### src/logic/rmc_defines.vh
// register offsets, field positions and reset values for the margin bank
`ifndef RMC_DEFINES_VH
`define RMC_DEFINES_VH

// ----------------------------------------------------------------------
// register indices (printed offsets are not all multiples of four)
// ----------------------------------------------------------------------
`define RMC_IDX_REF_TRIM      8'h19
`define RMC_IDX_REF_TRIM_EN   8'h1a
`define RMC_IDX_HALF_TRIM     8'h1b
`define RMC_IDX_PAIR_CFG      8'h24
`define RMC_IDX_COM_CFG       8'h27

// ----------------------------------------------------------------------
// field positions and widths
// ----------------------------------------------------------------------
`define RMC_REF_CODE_LSB      0
`define RMC_REF_CODE_W        5
`define RMC_EN_BIT            0
`define RMC_HALF_CODE_LSB     4
`define RMC_HALF_CODE_W       3
`define RMC_COM_BIT           0
`define RMC_PAIR_W            8

// ----------------------------------------------------------------------
// reset values
// ----------------------------------------------------------------------
`define RMC_RST_REF_CODE      5'h00
`define RMC_RST_BIT           1'b0
`define RMC_RST_HALF_CODE     3'h0
`define RMC_RST_PAIR          8'h00

// ----------------------------------------------------------------------
// pair field encodings
// ----------------------------------------------------------------------
`define RMC_PAIR_SEPARATE     2'h0
`define RMC_PAIR_SINGLE       2'h1
`define RMC_PAIR_PSEUDO       2'h2

`endif

### src/logic/rmc_margin_regs.v
// APB register bank for reference margin and input pairing settings
//
// Overview of operation
// RULE_01 - 19h holds 5-bit reference trim code
// RULE_02 - 19h bits 7-5 always read zero
// RULE_03 - all margin registers reset to 00h
// RULE_04 - 1Ah bit 0 enables reference trim
// RULE_05 - 1Ah bits 7-1 always read zero
// RULE_06 - 1Bh bits 6-4 hold half-reference trim
// RULE_07 - 1Bh bit 0 enables half-reference trim
// RULE_08 - 1Bh bit 7 reads zero, never written
// RULE_09 - 1Bh bits 3-1 read zero, never written
// RULE_10 - 24h selects input arrangement, resets 00h
// RULE_11 - 24h picks single/pseudo and common pin
// RULE_12 - pair codes: 01 single, 10 pseudo, 11=00
// RULE_13 - 27h bit 0: unpaired channels pseudo-differential
// RULE_14 - writes to reserved bits are discarded
// RULE_15 - settings drive trim circuits as static levels
//
// The implementer's own choice: the APB slave port.
`timescale 1ns/1ps
`include "rmc_defines.vh"

module rmc_margin_regs #(
  parameter NUM_PAIRS = 4
) (
  // clock and reset
  input  wire                   core_clk,
  input  wire                   sys_rst,
  // apb slave
  input  wire                   psel,
  input  wire                   penable,
  input  wire                   pwrite,
  input  wire [11:0]            paddr,
  input  wire [31:0]            pwdata,
  output reg  [31:0]            prdata,
  output reg                    pready,
  output reg                    pslverr,
  // trim levels to analog
  output reg  [4:0]             refTrimCode,
  output reg                    refTrimEnable,
  output reg  [2:0]             halfRefTrimCode,
  output reg                    halfRefTrimEnable,
  output reg  [4:0]             refTrimApplied,
  output reg  [2:0]             halfRefTrimApplied,
  output reg                    halfRefTrimActive,
  // input arrangement
  output reg  [7:0]             pairCfg,
  output reg                    comPseudo,
  output wire [NUM_PAIRS-1:0]   pairSingle,
  output wire [NUM_PAIRS-1:0]   pairPseudo,
  output wire [2*NUM_PAIRS-1:0] chanPseudo,
  output wire [NUM_PAIRS-1:0]   useComPin
);

  // ----------------------------------------------------------------------
  // address decode
  // ----------------------------------------------------------------------
  // byte address is four times the printed index
  function [2:0] regSel;
    input [11:0] addr;
    begin
      if (addr[1:0] != 2'h0)
        regSel = 3'h0;
      else if (addr[9:2] == `RMC_IDX_REF_TRIM)
        regSel = 3'h1;
      else if (addr[9:2] == `RMC_IDX_REF_TRIM_EN)
        regSel = 3'h2;
      else if (addr[9:2] == `RMC_IDX_HALF_TRIM)
        regSel = 3'h3;
      else if (addr[9:2] == `RMC_IDX_PAIR_CFG)
        regSel = 3'h4;
      else if (addr[9:2] == `RMC_IDX_COM_CFG)
        regSel = 3'h5;
      else
        regSel = 3'h0;
      if (addr[11:10] != 2'h0)
        regSel = 3'h0;
    end
  endfunction

  wire [2:0] sel     = regSel(paddr);
  wire       access  = psel & penable & ~pready;
  wire       wrStb   = access & pwrite & (sel != 3'h0);

  // ----------------------------------------------------------------------
  // register storage
  // ----------------------------------------------------------------------
  // only the documented fields have flops, so reserved writes vanish
  always @(posedge core_clk) begin
    if (sys_rst) begin
      refTrimCode       <= `RMC_RST_REF_CODE;   // [RULE_01] [RULE_03]
      refTrimEnable     <= `RMC_RST_BIT;        // [RULE_04] [RULE_03]
      halfRefTrimCode   <= `RMC_RST_HALF_CODE;  // [RULE_06] [RULE_03]
      halfRefTrimEnable <= `RMC_RST_BIT;        // [RULE_07] [RULE_03]
      pairCfg           <= `RMC_RST_PAIR;       // [RULE_10]
      comPseudo         <= `RMC_RST_BIT;        // [RULE_13]
    end else if (wrStb) begin
      case (sel)
        3'h1: refTrimCode <= pwdata[`RMC_REF_CODE_LSB +:
                                    `RMC_REF_CODE_W];   // [RULE_14]
        3'h2: refTrimEnable <= pwdata[`RMC_EN_BIT];     // [RULE_05]
        3'h3: begin
          halfRefTrimCode   <= pwdata[`RMC_HALF_CODE_LSB +:
                                      `RMC_HALF_CODE_W]; // [RULE_08]
          halfRefTrimEnable <= pwdata[`RMC_EN_BIT];      // [RULE_09]
        end
        3'h4: pairCfg   <= pwdata[`RMC_PAIR_W-1:0];     // [RULE_10]
        3'h5: comPseudo <= pwdata[`RMC_COM_BIT];        // [RULE_13]
        default: ;
      endcase
    end
  end

  // ----------------------------------------------------------------------
  // apb response
  // ----------------------------------------------------------------------
  // one wait state: pready rises the cycle after the access phase starts
  always @(posedge core_clk) begin
    if (sys_rst) begin
      pready  <= 1'b0;
      pslverr <= 1'b0;
      prdata  <= 32'h00000000;
    end else begin
      pready  <= access;
      pslverr <= access & (sel == 3'h0);
      prdata  <= 32'h00000000;
      if (access & ~pwrite) begin
        case (sel)
          3'h1: prdata <= {27'h0000000, refTrimCode};       // [RULE_02]
          3'h2: prdata <= {31'h00000000, refTrimEnable};    // [RULE_05]
          3'h3: prdata <= {25'h0000000, halfRefTrimCode,
                           3'h0, halfRefTrimEnable};        // [RULE_08] [RULE_09]
          3'h4: prdata <= {24'h000000, pairCfg};
          3'h5: prdata <= {31'h00000000, comPseudo};
          default: prdata <= 32'h00000000;
        endcase
      end
    end
  end

  // ----------------------------------------------------------------------
  // trim levels
  // ----------------------------------------------------------------------
  // gated copies so analog sees nominal while disabled; one cycle later
  always @(posedge core_clk) begin
    if (sys_rst) begin
      refTrimApplied     <= `RMC_RST_REF_CODE;
      halfRefTrimApplied <= `RMC_RST_HALF_CODE;
      halfRefTrimActive  <= `RMC_RST_BIT;
    end else begin
      refTrimApplied     <= refTrimEnable ? refTrimCode
                                          : `RMC_RST_REF_CODE; // [RULE_04]
      halfRefTrimApplied <= halfRefTrimEnable ? halfRefTrimCode
                                              : `RMC_RST_HALF_CODE;
      halfRefTrimActive  <= halfRefTrimEnable;            // [RULE_07] [RULE_15]
    end
  end

  // ----------------------------------------------------------------------
  // pair decoders
  // ----------------------------------------------------------------------
  // pair 0 sits in the top two bits, pair 3 in the bottom two
  genvar gi;
  generate
    for (gi = 0; gi < NUM_PAIRS; gi = gi + 1) begin : gPair
      rmc_pair_decode uDec (
        .clk          (core_clk),
        .rst          (sys_rst),
        .pairCode     (pairCfg[2*(NUM_PAIRS-1-gi) +: 2]),  // [RULE_12]
        .comPseudo    (comPseudo),
        .pairSingle_r (pairSingle[gi]),
        .pairPseudo_r (pairPseudo[gi]),
        .loPseudo_r   (chanPseudo[2*gi]),
        .hiPseudo_r   (chanPseudo[2*gi+1]),
        .useComPin_r  (useComPin[gi])
      );
    end
  endgenerate

endmodule // rmc_margin_regs

### src/logic/rmc_pair_decode.v
// decoder of one channel pair field into its input arrangement
`timescale 1ns/1ps
`include "rmc_defines.vh"

module rmc_pair_decode (
  // inputs
  input  wire       clk,
  input  wire       rst,
  input  wire [1:0] pairCode,
  input  wire       comPseudo,
  // registered arrangement
  output reg        pairSingle_r,
  output reg        pairPseudo_r,
  output reg        loPseudo_r,
  output reg        hiPseudo_r,
  output reg        useComPin_r
);

  reg isSingle;
  reg isPseudo;

  // code 11b falls back to the separate-channel meaning
  always @* begin
    isSingle = (pairCode == `RMC_PAIR_SINGLE);  // [RULE_12]
    isPseudo = (pairCode == `RMC_PAIR_PSEUDO);  // [RULE_12]
  end

  // unpaired channels follow the common-pin mode bit
  always @(posedge clk) begin
    if (rst) begin
      pairSingle_r <= 1'b0;
      pairPseudo_r <= 1'b0;
      loPseudo_r   <= 1'b0;
      hiPseudo_r   <= 1'b0;
      useComPin_r  <= 1'b1;
    end else begin
      pairSingle_r <= isSingle;
      pairPseudo_r <= isPseudo;
      loPseudo_r   <= isPseudo | (~isSingle & comPseudo); // [RULE_11]
      hiPseudo_r   <= isPseudo | (~isSingle & comPseudo); // [RULE_13]
      useComPin_r  <= ~(isSingle | isPseudo);             // [RULE_11]
    end
  end

endmodule // rmc_pair_decode

### config.mk
export PLATFORM = sky130hd
export DESIGN_NAME = rmc_margin_regs
export DESIGN_NICKNAME = d
export VERILOG_FILES = /design/src/logic/rmc_margin_regs.v /design/src/logic/rmc_pair_decode.v
export VERILOG_INCLUDE_DIRS = /design/src /design/src/logic
export SDC_FILE = /design/constraint.sdc
export NUM_CORES = 1
export LEC_CHECK = 0
export ABC_AREA = 1
export BUFFER_PORTS_ARGS = -buffer_cell sky130_fd_sc_hd__buf_2
export CAP_MARGIN = 20
export CELL_PAD_IN_SITES_DETAIL_PLACEMENT = 0
export CELL_PAD_IN_SITES_GLOBAL_PLACEMENT = 1
export CORE_MARGIN = 4
export CORE_UTILIZATION = 31
export DETAILED_ROUTE_END_ITERATION = 6
export PLACE_DENSITY = 0.89
export SLEW_MARGIN = 20
export SYNTH_ARGS = -nofsm -noshare
export SYNTH_HDL_FRONTEND = slang
export SYNTH_SLANG_ARGS = --single-unit
export TNS_END_PERCENT = 100
### constraint.sdc
create_clock -name core_clk -period 1.4 [get_ports core_clk]
set_input_delay 0.14 -clock core_clk [delete_from_list [all_inputs] [get_ports core_clk]]
set_output_delay 0.14 -clock core_clk [all_outputs]
set_load 0.05 [all_outputs]
==> flow_summary.ini <==
[logic_synthesis]
synthCells = 337
synth_area_leaders = dfxtp_1 (43%), buf_4 (13%), nor2_1 (9.7%), nand2_1 (7.7%), inv_1 (7.6%)
synth_seq_area_share = 0.429
yosys.area_share.simple = 0.266
syn-mean-instance-area_um2 = 7.48
synth_fa_ha_area_frac = 0.0397
ys_ff_latch = 54
synth_compound_area_frac = 0.0476
synthXorXnorAreaFrac = 0
syn_area_um2 = 2520
synth_top_area_cell = dfxtp_1
yosys_warnings = 0
synth.distinct_cells = 23
synth_top_area_frac = 0.429
synth_top_family_by_area = simple AND/OR/NAND/NOR gates
yosys-mux-area-fraction = 0

[global_routing]
grt_max_degree = 19
grt_pass1_wl_mm = 8.64
first_global_vias = 1820
grt_use_total = 0.110
antenna_found_initial = 0
overflow = 0

[worst_setup_path]
cp_max_fo = 7
cp.arrival_ns = 1.12
crit_buf_inv = 1
cp_slowest_cell = dfxtp_1
crit_type = flip-flop to primary output
cp_cell_sequence = buf_2
critPathRequiredTime_ns = 1.26
crit_family = flip-flops
crit_path_max_incr_delay_ns = 0.49
critPathLaunchType = flip-flop
end_kind = primary output

[cts]
cts.sinks = 54
cts_tree = yes
post_cts_buffers = 0
clock_latency_ns = 0.30
htreeDepth = 2
clk_pin_slew_ns = 0.10
cts_buffers = 5
cts_buffer_depth = 2
cts_hold_buf = 0
clockRootBuffer = clkbuf_8

[die]
die_h_um = 98.2
start_util = 0.323
core_area_um2 = 7810
num_rows = 32
die_w_um = 98.2
top_level_ports = 131
design.die.area_um2 = 9640

[status]
status = finished clean

[place]
gp_congestion = 0.809
post-place-cells = 506
post-dp-hpwl_mm = 4.44
place_ws_ns = -0.0370
io_buffers = 82

[pwr]
report.power.total_mw = 2.83
vdd_drop_max_mv = 0.405
p_int_mw = 2.12
clkPwrFrac = 0.365
leakage_nw = 1.60
pwr-share-comb = 0.092
seq_power_share = 0.543
switchingPower_mw = 0.717
switching_share = 0.253
p_per_area_nw_per_um2 = 946

[drt]
vias = 2044
wire_per_inst_um = 10.7
totalWireLength_mm = 5.49
drt_first_iter_violations = 75
antenna_left = 0
first_pass_iters = 6
drc = 0
via_per_inst = 3.98

[timing]
fin_crit_sh = 0.899
skew_ns = 0.00541
fmax_mhz = 794
drv_slew = 0
setup_slack_ns = 0.141
hold_viol = 0
hold-worst-slack_ns = 0.0551
setup_tns_ns = 0
setup_violations = 0
fin_crit_ns = 1.26
rsz0062_at_grt = no

[finish]
nets = 468
syn_to_final_growth_pct = 18.9
num_antenna_cells = 0
drive_gt1_frac = 0.301
nFillCells = 827
fin_cells = 514

[worst_hold_path]
hp-class = input pin to flip-flop

[flow_run]
drv_cap = 0
kinds of logic (layout without fill, tap and decap cells):
family,after synthesis,after routing
simple gates,149,149
buf+inv,101,153
flops,54,54
compound gates,24,24
fa+ha+maj,8,8
other cells,1,24
Yosys cell counts (all sizes together):
cell,number
inv,53
clkbuf,2
a21oi,10
nor3,6
nand4,1
conb,1
or2,4
nand3,10
nor2,70
dfxtp,54
nand2,58
ha,8
buf,46
o21ai,14
flip-flops by register name (all words and copies together) (netlist names):
register                 flops
refTrimEnable                1
refTrimApplied               5
halfRefTrimActive            1
gPair.uDec.pairSingle_r      4
gPair.uDec.pairPseudo_r      4
halfRefTrimApplied           3
halfRefTrimEnable            1
gPair.uDec.loPseudo_r        4
pslverr                      1
pairCfg                      8
pready                       1
gPair.uDec.useComPin_r       4
refTrimCode                  5
prdata                       8
comPseudo                    1
halfRefTrimCode              3
cell usage in the layout (no fill, tap or decap):
master	count
a21oi_1	9
a21oi_2	1
buf_2	82
buf_4	10
bufinv_16	1
clkbuf_1	1
clkbuf_8	5
clkinvlp_4	1
conb_1	24
dfxtp_1	49
dfxtp_2	5
ha_1	8
inv_1	51
inv_2	2
nand2_1	51
nand2_2	4
nand2_4	3
nand3_1	9
nand3_4	1
nand4_1	1
nor2_1	65
nor2_2	2
nor2_4	2
nor2_8	1
nor3_1	6
o21ai_0	14
or2_2	4
metrics by stage:
stage                     utilization  area [µm²]
after floorplan                     -        2610
after CTS                       0.383        2990
after global placement          0.369        2880
after detailed placement        0.369        2880
after global routing            0.384        3000
final                           0.384        3000
final timing paths:
check	slack [ns]	start	to	cells past startpoint
max	0.14	comPseudo$_SDFFE_PP0P_	comPseudo	1
min	0.06	pwdata[7]	pairCfg[7]$_SDFFE_PP0P_	3
max reg2reg	0.18	pready$_SDFF_PP0_	pairCfg[5]$_SDFFE_PP0P_	6
min reg2reg	0.48	refTrimCode[4]$_SDFFE_PP0P_	refTrimApplied[4]$_SDFF_PP0_	2
layout make-up:
type	instances	area (µm²)	area share
clock buffer	6	72.6	0.0242
clock inverter	2	37.5	0.0125
inverter	53	199	0.0664
multi-input combinational	205	987	0.329
sequential	54	1090	0.363
tap	102	128	0.0426
timing repair buffer	92	485	0.162
power by group through the flow:
stage	registers (mW)	clock network [mW]	logic [mW]
2_1_floorplan	1.58	0	0.241
3_3_place_gp	1.57	0	0.257
3_5_place_dp	1.57	0	0.260
4_1_cts	1.54	1.06	0.260
5_1_grt	1.54	1.13	0.278
6_report	1.54	1.03	0.262
per-layer routing:
layer  share of wire  up-vias  GRT usage
li1                -     1083          -
met1            0.44      882      0.139
met2            0.47       75      0.181
met3           0.086        4     0.0350
met4          0.0087        0     0.0284
met5               0        -          0
timing repair:
item,4_1_cts,5_1_grt
resized for setup,0,2
setup endpoints to repair,0,7
hold endpoints to repair,0,0
No activity file was read; power rests on OpenSTA's default activity.
